[config.mk]
export PLATFORM = sky130hd
export DESIGN_NAME = sleep_entry_sequencer
export DESIGN_NICKNAME = d
export VERILOG_FILES = /design/src/sleep_seq_pkg.sv /design/src/sleep_entry_sequencer.sv
export SDC_FILE = /design/constraint.sdc
export NUM_CORES = 1
export LEC_CHECK = 0
export BUFFER_PORTS_ARGS = -buffer_cell sky130_fd_sc_hd__buf_2
export CAP_MARGIN = 20
export CORE_MARGIN = 2
export CORE_UTILIZATION = 40
export DETAILED_ROUTE_END_ITERATION = 10
export PLACE_DENSITY = 0.72
export SYNTH_ARGS = -nofsm -noshare
export SYNTH_HDL_FRONTEND = slang
export SYNTH_SLANG_ARGS = --single-unit
[constraint.sdc]
create_clock -name aclk -period 2 [get_ports aclk]
set_clock_uncertainty 0.2 [all_clocks]
set_input_delay 0.4 -clock aclk [delete_from_list [all_inputs] [get_ports aclk]]
set_output_delay 0.4 -clock aclk [all_outputs]
set_load 0.005 [all_outputs]
[src/sleep_seq_pkg.sv]
package sleep_seq_pkg;

	// Pads under sleep control
	localparam int NUM_PADS = 8;

	// Request qualification length and clock gating settle time, in aclk cycles
	localparam int QUALIFY_CYCLES = 4;
	localparam int GATE_SETTLE_CYCLES = 2;
	localparam int CNT_W = 4;
	localparam logic [CNT_W-1:0] QUALIFY_LAST = CNT_W'(QUALIFY_CYCLES - 1);
	localparam logic [CNT_W-1:0] SETTLE_LAST = CNT_W'(GATE_SETTLE_CYCLES - 1);
	localparam logic [CNT_W-1:0] CNT_ZERO = 4'h0;
	localparam logic [CNT_W-1:0] CNT_ONE = 4'h1;

	// Register byte addresses
	localparam int ADDR_W = 4;
	localparam logic [ADDR_W-1:0] PAD_CFG_ADDR = 4'h0;
	localparam logic [ADDR_W-1:0] STATUS_ADDR = 4'h4;

	localparam logic [1:0] RESP_OKAY = 2'h0;
	localparam logic [1:0] RESP_SLVERR = 2'h2;

	// Fully encoded three-bit sequencer state
	typedef enum logic [2:0] {
		ST_IDLE = 3'h0,
		ST_QUALIFY = 3'h1,
		ST_HOUSEKEEP = 3'h2,
		ST_GATE = 3'h3,
		ST_ENTER = 3'h4,
		ST_ASLEEP = 3'h5,
		ST_RELEASE = 3'h6,
		ST_UNGATE = 3'h7
	} seq_state_type;

	// Per-pin sleep configuration word
	typedef struct packed {
		logic [7:0] reserved;
		logic [NUM_PADS-1:0] pull_up;
		logic [NUM_PADS-1:0] pull_en;
		logic [NUM_PADS-1:0] hold_en;
	} pad_cfg_type;

	localparam pad_cfg_type PAD_CFG_RESET = '{default: '0};

	// Status word seen by software
	typedef struct packed {
		logic [23:0] reserved;
		logic pin_level;
		logic prepare_req;
		logic clock_gated;
		logic macro_en;
		logic sleep_active;
		seq_state_type state;
	} status_type;

	// Pad drive group towards the I/O ring
	typedef struct packed {
		logic [NUM_PADS-1:0] out;
		logic [NUM_PADS-1:0] oe;
		logic [NUM_PADS-1:0] pull_en;
		logic [NUM_PADS-1:0] pull_up;
	} pad_drive_type;

endpackage

[src/sleep_entry_sequencer.sv]
`timescale 1ns/100ps
// What this block does
// - Sequencer is a fully encoded three-bit state machine steering gating, macro, housekeeping.
// - Watch sleep request pin; confirm it persists for a qualification interval first.
// - After qualification raise active-high prepare request, synchronous to the system clock.
// - Sleep-active rises only after housekeeping, clock gating and mode entry completed.
// - Sleep-active holds throughout sleep, released only after request pin deasserts.
// - Function is state machine, clock gating filter stage and low-power entry macro.
// - Held output pad is weakly pulled to its last registered value, ignoring pull setting.
// - Held input pad freezes core-side value at last pad value before entry.
// - Unheld input pad gives the core constant high throughout sleep.
// - Pull enabled without hold presents configured pull-up or pull-down, inputs and outputs.
// - Neither hold nor pull: pad tristated in sleep; floating inputs are harmless.
// - Bidirectional pad follows input rules when enable low, output rules when high.
// - Hold, pull direction and tristate are chosen independently per pin.
module sleep_entry_sequencer
	import sleep_seq_pkg::*;
(
	// Clock and reset
	input wire logic aclk,
	input wire logic aresetn,
	// AXI4-Lite write address
	input wire logic [sleep_seq_pkg::ADDR_W-1:0] s_axi_awaddr,
	input wire logic [2:0] s_axi_awprot,
	input wire logic s_axi_awvalid,
	output logic s_axi_awready,
	// AXI4-Lite write data
	input wire logic [31:0] s_axi_wdata,
	input wire logic [3:0] s_axi_wstrb,
	input wire logic s_axi_wvalid,
	output logic s_axi_wready,
	// AXI4-Lite write response
	output logic [1:0] s_axi_bresp,
	output logic s_axi_bvalid,
	input wire logic s_axi_bready,
	// AXI4-Lite read address
	input wire logic [sleep_seq_pkg::ADDR_W-1:0] s_axi_araddr,
	input wire logic [2:0] s_axi_arprot,
	input wire logic s_axi_arvalid,
	output logic s_axi_arready,
	// AXI4-Lite read data
	output logic [31:0] s_axi_rdata,
	output logic [1:0] s_axi_rresp,
	output logic s_axi_rvalid,
	input wire logic s_axi_rready,
	// Sleep request pin, asynchronous
	input wire logic sleep_request_pin,
	// Housekeeping handshake with user logic
	output logic prepare_req,
	input wire logic prepare_done,
	// Power control
	output logic clock_gate_en,
	output logic low_power_entry_macro_en,
	output logic sleep_active,
	// Core side of the pads
	input wire logic [sleep_seq_pkg::NUM_PADS-1:0] core_out,
	input wire logic [sleep_seq_pkg::NUM_PADS-1:0] core_oe,
	output logic [sleep_seq_pkg::NUM_PADS-1:0] core_in,
	// Pad side
	input wire logic [sleep_seq_pkg::NUM_PADS-1:0] pad_in,
	output sleep_seq_pkg::pad_drive_type pad_drive
);
	import sleep_seq_pkg::*;

	typedef struct packed {
		// Request pin synchroniser and filtered level
		logic pin_s1;
		logic pin_s2;
		logic pin_s3;
		logic pin_level;
		// Pad input synchroniser and filtered level
		logic [NUM_PADS-1:0] pad_s1;
		logic [NUM_PADS-1:0] pad_s2;
		logic [NUM_PADS-1:0] pad_s3;
		logic [NUM_PADS-1:0] pad_level;
		// Sequencer
		seq_state_type state;
		logic [CNT_W-1:0] cnt;
		logic prepare_req;
		logic clock_gated;
		logic macro_en;
		logic sleep_active;
		// Values captured at entry
		logic [NUM_PADS-1:0] held_in;
		logic [NUM_PADS-1:0] held_out;
		logic [NUM_PADS-1:0] held_oe;
		// Configuration and pad drive
		pad_cfg_type cfg;
		pad_drive_type drive;
		logic [NUM_PADS-1:0] core_in;
		// Bus slave
		logic aw_held;
		logic w_held;
		logic [ADDR_W-1:0] waddr;
		logic [31:0] wdata;
		logic [3:0] wstrb;
		logic awready;
		logic wready;
		logic bvalid;
		logic [1:0] bresp;
		logic arready;
		logic rvalid;
		logic [31:0] rdata;
		logic [1:0] rresp;
	} state_type;

	localparam state_type STATE_RESET = '{state: ST_IDLE, cfg: PAD_CFG_RESET, default: '0};

	state_type st_r;
	state_type st_nxt;

	function automatic logic [31:0] merge_bytes(input logic [31:0] old_val, input logic [31:0] new_val,
			input logic [3:0] strb);
		logic [31:0] res;
		res = old_val;
		for (int i = 0; i < 4; i++) begin
			if (strb[i]) begin
				res[i*8 +: 8] = new_val[i*8 +: 8];
			end
		end
		return res;
	endfunction

	// Wait counters: step by one, and finish on the stage's last value
	function automatic logic [CNT_W-1:0] cnt_step(input logic [CNT_W-1:0] val);
		return val + CNT_ONE;
	endfunction

	function automatic logic cnt_reached(input logic [CNT_W-1:0] val, input logic [CNT_W-1:0] last);
		return val == last;
	endfunction

	// Register decode shared by the write and read channels
	function automatic logic is_cfg(input logic [ADDR_W-1:0] addr);
		return addr == PAD_CFG_ADDR;
	endfunction

	function automatic logic is_status(input logic [ADDR_W-1:0] addr);
		return addr == STATUS_ADDR;
	endfunction

	always_comb begin
		status_type stat;
		st_nxt = st_r;
		stat = '0;

		// Three-stage synchronisers; a change counts once stages two and three agree
		st_nxt.pin_s1 = sleep_request_pin;
		st_nxt.pin_s2 = st_r.pin_s1;
		st_nxt.pin_s3 = st_r.pin_s2;
		if (st_r.pin_s2 == st_r.pin_s3) begin
			st_nxt.pin_level = st_r.pin_s3;
		end
		st_nxt.pad_s1 = pad_in;
		st_nxt.pad_s2 = st_r.pad_s1;
		st_nxt.pad_s3 = st_r.pad_s2;
		for (int i = 0; i < NUM_PADS; i++) begin
			if (st_r.pad_s2[i] == st_r.pad_s3[i]) begin
				st_nxt.pad_level[i] = st_r.pad_s3[i];
			end
		end

		// Sequencer
		case (st_r.state)
			ST_IDLE: begin
				if (st_r.pin_level) begin
					st_nxt.state = ST_QUALIFY;
					st_nxt.cnt = CNT_ZERO;
				end
			end
			ST_QUALIFY: begin
				if (!st_r.pin_level) begin
					st_nxt.state = ST_IDLE;
				end else if (cnt_reached(st_r.cnt, QUALIFY_LAST)) begin
					st_nxt.state = ST_HOUSEKEEP;
					st_nxt.prepare_req = 1'b1;
				end else begin
					st_nxt.cnt = cnt_step(st_r.cnt);
				end
			end
			ST_HOUSEKEEP: begin
				// Request withdrawn during housekeeping: abandon the entry
				if (!st_r.pin_level) begin
					st_nxt.state = ST_IDLE;
					st_nxt.prepare_req = 1'b0;
				end else if (prepare_done) begin
					st_nxt.state = ST_GATE;
					st_nxt.prepare_req = 1'b0;
					st_nxt.clock_gated = 1'b1;
					st_nxt.cnt = CNT_ZERO;
				end
			end
			ST_GATE: begin
				// Filter stage: let gated clocks settle before the macro
				if (cnt_reached(st_r.cnt, SETTLE_LAST)) begin
					st_nxt.state = ST_ENTER;
					st_nxt.macro_en = 1'b1;
				end else begin
					st_nxt.cnt = cnt_step(st_r.cnt);
				end
			end
			ST_ENTER: begin
				st_nxt.state = ST_ASLEEP;
				st_nxt.sleep_active = 1'b1;
				// Capture the pads as they stood in the last awake cycle
				st_nxt.held_in = st_r.pad_level;
				st_nxt.held_out = st_r.drive.out;
				st_nxt.held_oe = st_r.drive.oe;
			end
			ST_ASLEEP: begin
				if (!st_r.pin_level) begin
					st_nxt.state = ST_RELEASE;
					st_nxt.macro_en = 1'b0;
					st_nxt.cnt = CNT_ZERO;
				end
			end
			ST_RELEASE: begin
				// Clocks stay gated until the released macro has settled
				if (cnt_reached(st_r.cnt, SETTLE_LAST)) begin
					st_nxt.state = ST_UNGATE;
					st_nxt.clock_gated = 1'b0;
				end else begin
					st_nxt.cnt = cnt_step(st_r.cnt);
				end
			end
			ST_UNGATE: begin
				st_nxt.state = ST_IDLE;
				st_nxt.sleep_active = 1'b0;
			end
			default: begin
				st_nxt.state = ST_IDLE;
			end
		endcase

		// Pad state, decided per pin from its own configuration bits
		for (int i = 0; i < NUM_PADS; i++) begin
			// Awake: pads follow the core with pulls off
			if (!st_r.sleep_active) begin
				st_nxt.drive.out[i] = core_out[i];
				st_nxt.drive.oe[i] = core_oe[i];
				st_nxt.drive.pull_en[i] = 1'b0;
				st_nxt.drive.pull_up[i] = 1'b0;
				st_nxt.core_in[i] = st_r.pad_level[i];
			end else begin
				st_nxt.drive.out[i] = 1'b0;
				st_nxt.drive.oe[i] = 1'b0;
				st_nxt.drive.pull_en[i] = st_r.cfg.pull_en[i];
				st_nxt.drive.pull_up[i] = st_r.cfg.pull_up[i];
				if (st_r.held_oe[i]) begin
					if (st_r.cfg.hold_en[i]) begin
						st_nxt.drive.pull_en[i] = 1'b1;
						st_nxt.drive.pull_up[i] = st_r.held_out[i];
					end
				end
				if (st_r.cfg.hold_en[i]) begin
					st_nxt.core_in[i] = st_r.held_in[i];
				end else begin
					st_nxt.core_in[i] = 1'b1;
				end
			end
		end

		// Write channel: address and data taken in either order
		if (s_axi_awvalid && st_r.awready) begin
			st_nxt.aw_held = 1'b1;
			st_nxt.waddr = s_axi_awaddr;
		end
		if (s_axi_wvalid && st_r.wready) begin
			st_nxt.w_held = 1'b1;
			st_nxt.wdata = s_axi_wdata;
			st_nxt.wstrb = s_axi_wstrb;
		end
		if (st_r.bvalid && s_axi_bready) begin
			st_nxt.bvalid = 1'b0;
		end
		if (st_r.aw_held && st_r.w_held && !st_r.bvalid) begin
			st_nxt.aw_held = 1'b0;
			st_nxt.w_held = 1'b0;
			st_nxt.bvalid = 1'b1;
			if (is_cfg(st_r.waddr)) begin
				st_nxt.cfg = pad_cfg_type'(merge_bytes(st_r.cfg, st_r.wdata, st_r.wstrb));
				st_nxt.cfg.reserved = '0;
				st_nxt.bresp = RESP_OKAY;
			end else if (is_status(st_r.waddr)) begin
				st_nxt.bresp = RESP_OKAY;
			end else begin
				st_nxt.bresp = RESP_SLVERR;
			end
		end
		st_nxt.awready = !st_nxt.aw_held && !st_nxt.bvalid;
		st_nxt.wready = !st_nxt.w_held && !st_nxt.bvalid;

		// Read channel
		if (st_r.rvalid && s_axi_rready) begin
			st_nxt.rvalid = 1'b0;
		end
		if (s_axi_arvalid && st_r.arready) begin
			st_nxt.rvalid = 1'b1;
			stat.state = st_r.state;
			stat.sleep_active = st_r.sleep_active;
			stat.macro_en = st_r.macro_en;
			stat.clock_gated = st_r.clock_gated;
			stat.prepare_req = st_r.prepare_req;
			stat.pin_level = st_r.pin_level;
			if (is_cfg(s_axi_araddr)) begin
				st_nxt.rdata = st_r.cfg;
				st_nxt.rresp = RESP_OKAY;
			end else if (is_status(s_axi_araddr)) begin
				st_nxt.rdata = stat;
				st_nxt.rresp = RESP_OKAY;
			end else begin
				st_nxt.rdata = '0;
				st_nxt.rresp = RESP_SLVERR;
			end
		end
		st_nxt.arready = !st_nxt.rvalid;
	end

	always_ff @(posedge aclk) begin
		if (!aresetn) begin
			st_r <= STATE_RESET;
		end else begin
			st_r <= st_nxt;
		end
	end

	// Every output comes straight from the state register
	assign s_axi_awready = st_r.awready;
	assign s_axi_wready = st_r.wready;
	assign s_axi_bvalid = st_r.bvalid;
	assign s_axi_bresp = st_r.bresp;
	assign s_axi_arready = st_r.arready;
	assign s_axi_rvalid = st_r.rvalid;
	assign s_axi_rdata = st_r.rdata;
	assign s_axi_rresp = st_r.rresp;
	assign prepare_req = st_r.prepare_req;
	assign clock_gate_en = st_r.clock_gated;
	assign low_power_entry_macro_en = st_r.macro_en;
	assign sleep_active = st_r.sleep_active;
	assign core_in = st_r.core_in;
	assign pad_drive = st_r.drive;

endmodule // sleep_entry_sequencer

== Word-level counts from Yosys, hierarchy flattened ==
Index checks and enable logic that the tools add are counted.
Word-level totals
  bits in registers: 209
  logic and storage cells: 195
Cells by class
  add/sub/neg operators: 1
  equality and inequality tests: 32
  mux-type cells: 83
  bitwise operators: 1
  reductions and logical operators: 33
Operators by type and width (number)
  1-bit 2-to-1 mux: 58
  35-bit 2-to-1 mux: 1
  26-bit 2-to-1 mux: 1
  3-bit one-hot mux with 8 select lines: 1
  2-bit inequality test, second input constant: 10
  4-bit one-hot mux with 5 select lines: 1
  3-bit 2-to-1 mux: 6
  7-bit 2-to-1 mux: 2
  3-bit == test, second input constant: 4
  4-bit 2-to-1 mux: 3
  3-bit AND reduction: 4
  10-bit 2-to-1 mux: 1
  1-bit == test: 9
  1-bit logical AND: 9
  9-bit 2-to-1 mux: 1
  4-bit by 3-bit == test with 1-bit output, second input constant: 2
  4-bit zero test: 2
  1-bit one-hot mux with 2 select lines: 4
  4-bit AND reduction: 2
  8-bit AND reduction: 1
  2-bit nonzero test: 4
  3-bit by 2-bit == test with 1-bit output, second input constant: 2
  2-bit 2-to-1 mux: 3
  3-bit inequality test, second input constant: 2
  12 further kinds: 17

== Logic depth before layout (Yosys ltp) ==
Gate-level depths: netlist (run 1).
  depth in word-level cells: 6
  gate-level depth with buffers: 7
  gate-level depth less buffers: 7

== Worst setup path after synthesis (run 1) ==
OpenSTA, ideal clock, no wires.
  path type: register to register
  start: reg st_r[183] in the netlist's numbering
  end: reg st_r[186] in the netlist's numbering
  setup time: 139 ps
  arrival: 1614 ps
  required time: 1661 ps
  slack: 47 ps
  stages on the path, launching flop included: 7
  buffers on the path: 0
  clock period less this slack: 1953 ps
  path through: dfxtp_1 > ha_1 > or3b_1 > a2111o_1 > o21ai_2 > or3_1 > o41ai_2
On the way
  cells in the longest elaborated chain, start to end: 4
Ends and longest elaborated chain
  from (decl): line sleep_entry_sequencer.sv:109  | state_type st_r;
  from (signal assigned): line sleep_entry_sequencer.sv:323  | st_r <= st_nxt;
  4-bit by 1-bit adder with 4-bit output: line sleep_entry_sequencer.sv:126  | return val + CNT_ONE;
  4-bit 2-to-1 mux: line sleep_entry_sequencer.sv:174  | end else if (cnt_reached(st_r.cnt, QUALIFY_LAST)) begin
  5-bit 2-to-1 mux: line sleep_entry_sequencer.sv:172  | if (!st_r.pin_level) begin
  4-bit one-hot mux with 5 select lines: line sleep_entry_sequencer.sv:164  | case (st_r.state)
Several ways; a longest one is shown, not always the timed one. The select of a mux whose other input is x is not followed.
A chain may end at the register's enable or synchronous reset.

== Final worst setup path (run 1) ==
  start: reg st_r[184] in the netlist's numbering
  end: reg st_r[186] in the netlist's numbering
The elaborated chain is that of the path after synthesis.

==> metrics, run 1 <==
status complete, but fails checks; failing checks negative setup slack; peak supply drop around 0.63 mV; CP required 2.10 ns; drt pass-1 iters 5; critical path arrival between 2 and 2.5 ns; dominant synthesized flop cell dfxtp_1; Detail Placement HPWL between 10 and 15 mm; Starting Density 0.411; Reg clk slew, reported paths roughly 0.070 ns; count leader, synth dfxtp_1; Area Overhead vs Synth 21.9%; H-Tree Depth 4; Synth cell types 38; Hold Crit Class in2reg; antenna violations before repair 0; total power ~0.0080 W; first-pass GRT wire length approximately 28 mm; largest net degree at the start of global routing approximately 130; Worst-Margin Slew 0.951 ns; Skew-Pair Late Insertion Delay 0.43 ns; Worst Path Max Fanout 7; Worst slew margin 0.364; syn_area_per_cell around 8.6 sq um; Worst Setup End Kind flip-flop; ys async rst share 0; Worst path slowest cell a2111o_1; Area contributors post-synth dfxtp_1 54%, nand2_1 8.7%, a21oi_1 8.3%, buf_4 7.8%, and2_1 3.9%; setup tns final -0.0609 ns; per-cell routed wire length ~15 um; post-route ant nets 0; Diodes inserted 0; clock sink total just under 200; Post-Synthesis Cells about 860; synthesized area 7430 sq um; Leak around 3.6 nW; DR iter-0 viols about 430; die width 140 um; global route overflow 0; Synth Area in Adders 0.00337; Yosys warnings 0; core box area 18,100 sq um; via/cell ratio approximately 5.0; total track usage 0.185; Period minus WS final roughly 2 ns; Setup CP Type reg2reg; via count ~6,100; final hold violation count 0; Post-Synth XOR/XNOR Area 0; Num CTS Buffers 17; clock root buffer clkbuf_16; period utilisation layout 1.01; main combinational cell family by area after synthesis simple AND/OR/NAND/NOR gates; CTS tree built; worst-path cell chain ha_4 > or3b_4 > a2111o_1 > o21ai_4 > or3_4 > o41ai_2; pwr/cell area about 880 nW/um^2; CP startpoint kind flip-flop; simple-gate portion of the synthesized area 0.205; vias in the first global route between 5,000 and 6,000; RSZ-0062 raised after global routing yes; slowest stage delay, CP between 0.4 and 0.5 ns; total wire length about 18 mm; Die Span Y 140 um; share of layout cells above drive strength 1 0.220; max frequency between 0.4 and 0.5 GHz; IO Pins between 150 and 200; # port buffers around 140; fin nets between 1,000 and 1,500; post-synthesis mux area share 0.00269; Seq/Total Area, Yosys 0.536; Bufs on Longest Clock Path 2; worst setup margin -0.0280 ns; Final setup viols 3; fillcell total around 1,700; Yosys top cell by area dfxtp_1; Max Cap Viol 0; FP Rows 49; DR DRC count 0; Yosys top cell area share 0.536; EDFF count, synth 0; die area 19,700 sq um; max-slew violation count 0; FF+latch count, synth roughly 200; commonest cells in the synthesized netlist 199 x dfxtp_1, 172 x nand2_1, 123 x a21oi_1, 77 x buf_4, 46 x and2_1; FF-to-FF setup slack -0.03 ns; Synth Area in Compound Gates 0.145; Final Wtd Congestion a little over 0.8
cells by family (layout without fill, tap and decap cells):
family          after synthesis  after routing
compound gates              191            191
fa+ha+maj                     2              2
buf+inv                     134            255
flops                       199            199
mux                           2              2
other cells                   1             10
simple gates                334            334
worst max-delay path: cells and delay by family, from the launching register on:
kind                       cells  cell delay (ns)
AOI/OAI and AO/OA              3             0.64
and+or+nand+nor                2             0.56
adders and majority gates      1             0.14
DFF                            1             0.37
layer usage:
layer,global-route usage,share of wire
met1,0.255,0.47
met2,0.283,0.45
met4,0.0712,0.018
met5,0,0
met3,0.0414,0.064
per-stage QoR:
stage | hold slack, ns | instances | util | setup slack [ns] | cell area, sq um
2_1_floorplan | 0.212 | 872 | - | 0.0470 | 7470
3_3_place_gp | 0.217 | 1144 | 0.440 | -0.0245 | 7950
3_5_place_dp | 0.219 | 1144 | 0.440 | -0.0896 | 7950
4_1_cts | 0.000276 | 1221 | 0.497 | 0.0115 | 9000
5_1_grt | 0.0191 | 1222 | 0.501 | -0.0842 | 9060
6_report | 0.0213 | 1222 | 0.501 | -0.0280 | 9060
sequential cells by signal, summed over array words and instances (netlist names):
register	flops
s_axi_rresp	1
s_axi_rdata	24
prepare_req	1
pad_drive	32
s_axi_rvalid	1
low_power_entry_macro_en	1
s_axi_bvalid	1
st_nxt	18
core_in	8
s_axi_arready	1
s_axi_awready	1
s_axi_bresp	1
s_axi_wready	1
clock_gate_en	1
st_r	106
sleep_active	1
power breakdown:
group | internal (W) | switching (W) | leakage, nW
registers | 0.00406 | 0.0000610 | 1.62
logic | 0.000212 | 0.000231 | 1.68
clock network | 0.00191 | 0.00151 | 0.289
total | 0.00618 | 0.00180 | 3.59
final cells by class:
class / instances / area [sq um] / area share
clock buffers: 21 / 450 / 0.0497
clock inverters: 11 / 134 / 0.0148
inverters: 11 / 42.5 / 0.00470
multi-input cells: 539 / 2750 / 0.304
flip-flops and latches: 199 / 3990 / 0.440
well taps: 229 / 287 / 0.0316
repair buffers: 212 / 1400 / 0.155
worst paths after layout:
| path | startpoint | to | cells after the start |
|---|---|---|---|
| setup / recovery | st_r[184] | st_r[186] | 6 |
| hold / removal | s_axi_wdata[4] | st_r[49] | 3 |
| setup reg to reg | st_r[184] | st_r[186] | 6 |
| hold reg to reg | st_nxt[213] | st_nxt[205] | 1 |
repair_timing:
action                                  in CTS  in global routing
endpoints found under the setup margin       4                  4
pin swaps                                    3                  7
hold buffers                                42                  0
setup buffers                                3                  1
hold endpoints to repair                    42                  0
gates resized for setup                      5                 14
layout by cell type, fill, tap and decap left out, types with 2 or more instances in the layout:
cell / instances
buf_4: 23
mux2i_1: 2
and2b_1: 3
inv_6: 5
nor2b_1: 7
and2_1: 46
dlygate4sd3_1: 42
inv_1: 10
a222oi_1: 7
nor2_1: 45
nand3_1: 38
o21ai_1: 4
nor3_1: 3
a22oi_1: 16
bufinv_16: 2
nor4_1: 3
clkbuf_16: 17
conb_1: 10
clkinv_2: 3
nand2_1: 172
clkbuf_1: 3
dfxtp_2: 4
buf_2: 142
dfxtp_1: 195
a31oi_1: 10
o21ai_0: 22
buf_12: 5
nand3b_1: 2
a21oi_1: 122
nand2b_1: 4
Note: power is estimated with default switching activity, not from simulation.
==> run 2, diff against run 1 <==
Settings changed: HOLD_SLACK_MARGIN from default to 0.06, PLACE_DENSITY 0.72 to 0.7.
Clock period 2 ns to 1.9 ns, I/O delays scaled along.
==> metrics, run 2 (synthesized netlist as in run 1, its figures left out) <==
Leak 3.70 nW; H-Tree Depth 4; Final Non-Filler Cells 1,252; clock root buffer clkbuf_16; Bufs on Longest Clock Path 2; global route overflow 0; most common cell after layout, fill and taps aside dfxtp_1; via count between 6,000 and 7,000; total track usage 0.192; Num CTS Buffers 17; Worst slew margin 0.334; total wire length 19.1 mm; # port buffers around 140; FP Rows 49; pwr/cell area 891 nW/um^2; Diodes inserted 0; Reg clk slew, reported paths ~0.070 ns; Skew-Pair Late Insertion Delay approximately 0.43 ns; max-slew violation count 0; Worst path slowest cell a2111o_1; Cells after DPL about 1,100; Final Wtd Congestion approximately 0.81; vias in the first global route between 5,000 and 6,000; Setup CP Type reg2reg; Detail Placement HPWL around 12 mm; largest net degree at the start of global routing about 130; worst-path cell chain ha_4 > or3b_4 > a2111o_1 > o21ai_4 > or3_4 > o41ai_2; peak supply drop approximately 0.6 mV; Max Cap Viol 0; Die Span Y roughly 140 um; per-cell routed wire length 15.2 um; via/cell ratio between 4 and 5; CTS tree built; core box area ~18,000 sq um; worst setup margin -0.0838 ns; critical path arrival between 2 and 2.5 ns; status complete, but fails checks; drt pass-1 iters 5; Area Overhead vs Synth 26.3%; max frequency approximately 0.50 GHz; post-route ant nets 0; Worst-Margin Slew 0.995 ns; CP startpoint kind flip-flop; die area roughly 20,000 sq um; IO Pins ~170; final hold violation count 0; Starting Density 0.411; clock sink total between 150 and 200; failing checks negative setup slack; antenna violations before repair 0; number of flip-flops under the largest register name roughly 110; CP required between 1.5 and 2 ns; die width 140 um; first-pass GRT wire length about 30 mm; Worst Setup End Kind flip-flop; DR iter-0 viols 468; slowest stage delay, CP approximately 0.41 ns; Final setup viols 4; DR DRC count 0; Setup WS pre-CTS -0.0849 ns; share of layout cells above drive strength 1 0.229; fillcell total 1,659; RSZ-0062 raised after global routing yes; fin nets approximately 1,100; Worst Path Max Fanout 7; Hold Crit Class in2reg; most frequent cells in the layout 194 x dfxtp_1, 171 x nand2_1, 142 x buf_2, 121 x a21oi_1, 63 x dlygate4sd3_1; Biggest register st_r; period utilisation layout 1.04; Period minus WS final 1.98 ns
==> run 2: cell count changes in the layout (fill, tap and decap cells not counted), sizes merged <==
| cell | delta |
|---|---|
| dlygate4sd3 | +21 |
| buf | +11 |
| inv | -4 |
| clkinvlp | +3 |
| clkinv | -1 |
==> run 2: power by group <==
group / leakage (nW) / switching [W] / internal [W] / total [W]
registers: 1.62 / 0.0000660 / 0.00427 / 0.00434
logic: 1.81 / 0.000252 / 0.000252 / 0.000504
clock network: 0.268 / 0.00154 / 0.00198 / 0.00352
==> run 2: path summary, 6_finish.rpt <==
check / endpoint / slack, ns / depth (start not counted) / startpoint
setup / recovery: st_r[186] / -0.08 / 6 / st_r[183]
hold / removal: s_axi_rdata[2] / 0.09 / 4 / s_axi_araddr[0]
setup reg to reg: st_r[186] / -0.08 / 6 / st_r[183]
hold reg to reg: st_nxt[204] / 0.23 / 1 / st_nxt[212]
==> run 2: area by class of cell <==
| cell class | instances | area (sq um) | share of cell area |
|---|---|---|---|
| sequential | 199 | 4000 | 0.426 |
| multi-input combinational | 539 | 2780 | 0.296 |
| timing repair buffer | 244 | 1710 | 0.182 |
| clock buffer | 21 | 450 | 0.0480 |
| tap | 229 | 287 | 0.0305 |
| clock inverter | 9 | 120 | 0.0128 |
| inverter | 11 | 42.5 | 0.00453 |
==> run 2: timing repair <==
item,4_1_cts,5_1_grt
hold buffers,63,0
setup endpoints to repair,16,64
pin swaps,8,6
endpoints found under the hold margin,59,0
resized for setup,12,14
setup buffers,10,1
==> run 2: routing by layer <==
layer | global-route usage | share of wire | vias up | wire length [um]
met3 | 0.0465 | 0.060 | 26 | 1140
met5 | 0 | 0 | - | 0
met4 | 0.0665 | 0.022 | 0 | 420
met2 | 0.300 | 0.46 | 213 | 8810
met1 | 0.261 | 0.46 | 2882 | 8700
li1 | - | - | 3100 | -
==> run 2: worst max-delay path, delay by kind of cell (launching register included) <==
kind / cells / cell delay [ns]
DFF: 1 / 0.38
adders and majority gates: 1 / 0.13
and+or+nand+nor: 2 / 0.55
AOI/OAI and AO/OA: 3 / 0.58
==> run 2: through the flow <==
| step | setup TNS, ns | cell area (sq um) | total power (W) | util | hold WS, ns |
|---|---|---|---|---|---|
| after CTS | -0.294 | 9330 | 0.00842 | 0.516 | 0.0619 |
| final | -0.303 | 9390 | 0.00836 | 0.519 | 0.0921 |
| after global routing | -0.403 | 9390 | 0.00866 | 0.519 | 0.112 |
| after global placement | -0.176 | 7990 | 0.00482 | 0.442 | 0.219 |
| after floorplan | 0 | 7480 | 0.00469 | - | 0.212 |
| after detailed placement | -0.490 | 7990 | 0.00483 | 0.442 | 0.221 |
==> run 3, diff against run 2 <==
Settings changed: CORE_UTILIZATION 40 to 25, PLACE_DENSITY 0.7 to 0.51.
==> metrics, run 3 (synthesized netlist as in run 1, its figures left out) <==
status complete, but fails checks; failing checks negative setup slack; worst r2r src st_r[183]; Final setup viols 4; Final Wtd Congestion about 0.76; Bufs on Longest Clock Path 2; Worst slew margin 0.305; IO Pins about 170; worst setup margin -0.105 ns; global route overflow 0; Leak 3.76 nW; Crit. Startpoint st_r[183]; fin util 0.327; Cells after DPL roughly 1,300; Storage cell area 4000 sq um; clock root buffer clkbuf_16; Hold Crit Class in2reg; FF-to-FF setup slack -0.10 ns; vias in the first global route approximately 5,800; fin nets 1,101; Area Overhead vs Synth 29.9%; die area between 30,000 and 40,000 sq um; post-route ant nets 0; antenna violations before repair 0; critical path depth in cells 6; Diodes inserted 0; R2R cell count 6; crit path to st_r[186]; Setup WS pre-CTS -0.121 ns; Num CTS Buffers 17; worst-path cell chain ha_4 > or3b_4 > a2111o_1 > o21ai_4 > or3_4 > o41ai_4; CP startpoint kind flip-flop; reg2reg end st_r[186]; pwr/cell area a little under 900 nW/um^2; core box area between 20,000 and 30,000 sq um; Skew-Pair Late Insertion Delay 0.43 ns; Worst Setup End Kind flip-flop; max frequency roughly 0.5 GHz; DR iter-0 viols around 280; most common cell after layout, fill and taps aside dfxtp_1; Max Cap Viol 0; most frequent cells in the layout 194 x dfxtp_1, 169 x nand2_1, 142 x buf_2, 121 x a21oi_1, 66 x dlygate4sd3_1; via/cell ratio about 4.3; share of layout cells above drive strength 1 0.232; Setup CP Type reg2reg; clock sink total 199; max-slew violation count 0; final hold violation count 0; FP Rows 63; peak supply drop 0.449 mV; Worst Path Buf+Inv 0; RSZ-0062 raised after global routing yes; Crit path max-delay family compound AO/OA/AOI/OAI gates; CTS tree built; total wire length between 20 and 25 mm; slowest stage delay, CP 0.41 ns; Period minus WS final between 2 and 2.5 ns; area of the multi-input gates 2810 sq um; CP required 1.99 ns; Starting Density 0.252; setup tns final -0.387 ns; total track usage 0.132; Final Non-Filler Cells between 1,000 and 1,500; Biggest register st_r; critical path arrival approximately 2.1 ns; Die Span Y 176 um; met1 GRT Util 0.183; first-pass GRT wire length between 30 and 40 mm; met2 Usage GRT 0.205; per-cell routed wire length approximately 14 um; H-Tree Depth 4; Detail Placement HPWL ~14 mm; period utilisation layout 1.06; number of flip-flops under the largest register name roughly 110; largest net degree at the start of global routing roughly 130; die width between 150 and 200 um; drt pass-1 iters 5; # port buffers between 100 and 150; DR DRC count 0; Worst-Margin Slew a little over 1 ns; gr busiest metal met2; Worst Path Max Fanout 7; DP Area 8200 sq um; M3 GR Usage 0.0245; Worst path slowest cell a2111o_1; via count a little over 6,000; fillcell total 3,114; Reg clk slew, reported paths 0.07 ns; Final Instance Area between 9000 and 10,000 sq um
[run 3: area by class of cell]
cell class | count | share of cell area
Inverter | 11 | 0.00454
Clock inverter | 12 | 0.0157
Timing Repair Buffer | 248 | 0.179
Sequential cell | 199 | 0.414
Clock buffer | 19 | 0.0459
Multi-Input combinational cell | 539 | 0.291
Tap cell | 390 | 0.0505
[run 3: timing repair]
action	CTS	global route
buffers inserted	5	4
hold buffers	66	0
pin swaps	7	6
endpoints found under the hold margin	60	0
setup endpoints to repair	12	47
resized for setup	8	21
[run 3: worst min-delay path by stage]
| stage | start | slack, ns | to | cells after the start |
|---|---|---|---|---|
| 2_1_floorplan | st_nxt[206] | 0.21 | st_nxt[198] | 1 |
| 3_3_place_gp | st_nxt[207] | 0.22 | st_nxt[199] | 1 |
| 3_5_place_dp | st_nxt[208] | 0.22 | st_nxt[200] | 1 |
| 4_1_cts | s_axi_araddr[3] | 0.07 | s_axi_rresp[1] | 3 |
| 5_1_grt | s_axi_araddr[1] | 0.09 | s_axi_rresp[1] | 3 |
| 6_report | s_axi_araddr[1] | 0.09 | s_axi_rresp[1] | 3 |
[run 3: metal layers]
layer  up-vias  share of wire
met5         -              0
met4         0          0.017
met3        16          0.041
met2       145           0.45
met1      2808           0.49
li1       3105              -
[run 3: worst min-delay path, cell delays in order]
cell,delay [ns]
buf_2,0.09
nor4_2,0.05
nor3_1,0.15
[run 3: metrics by stage]
| stage | hold slack (ns) | total power [W] |
|---|---|---|
| 5_1_grt | 0.0942 | 0.00893 |
| 6_report | 0.0932 | 0.00855 |
| 4_1_cts | 0.0742 | 0.00867 |
| 3_5_place_dp | 0.220 | 0.00485 |
| 3_3_place_gp | 0.217 | 0.00484 |
| 2_1_floorplan | 0.212 | 0.00469 |
[run 3: power breakdown]
group / internal (W) / switching (W) / leakage (nW)
registers: 0.00427 / 0.0000676 / 1.62
logic: 0.000256 / 0.000253 / 1.85
clock network: 0.00202 / 0.00168 / 0.295
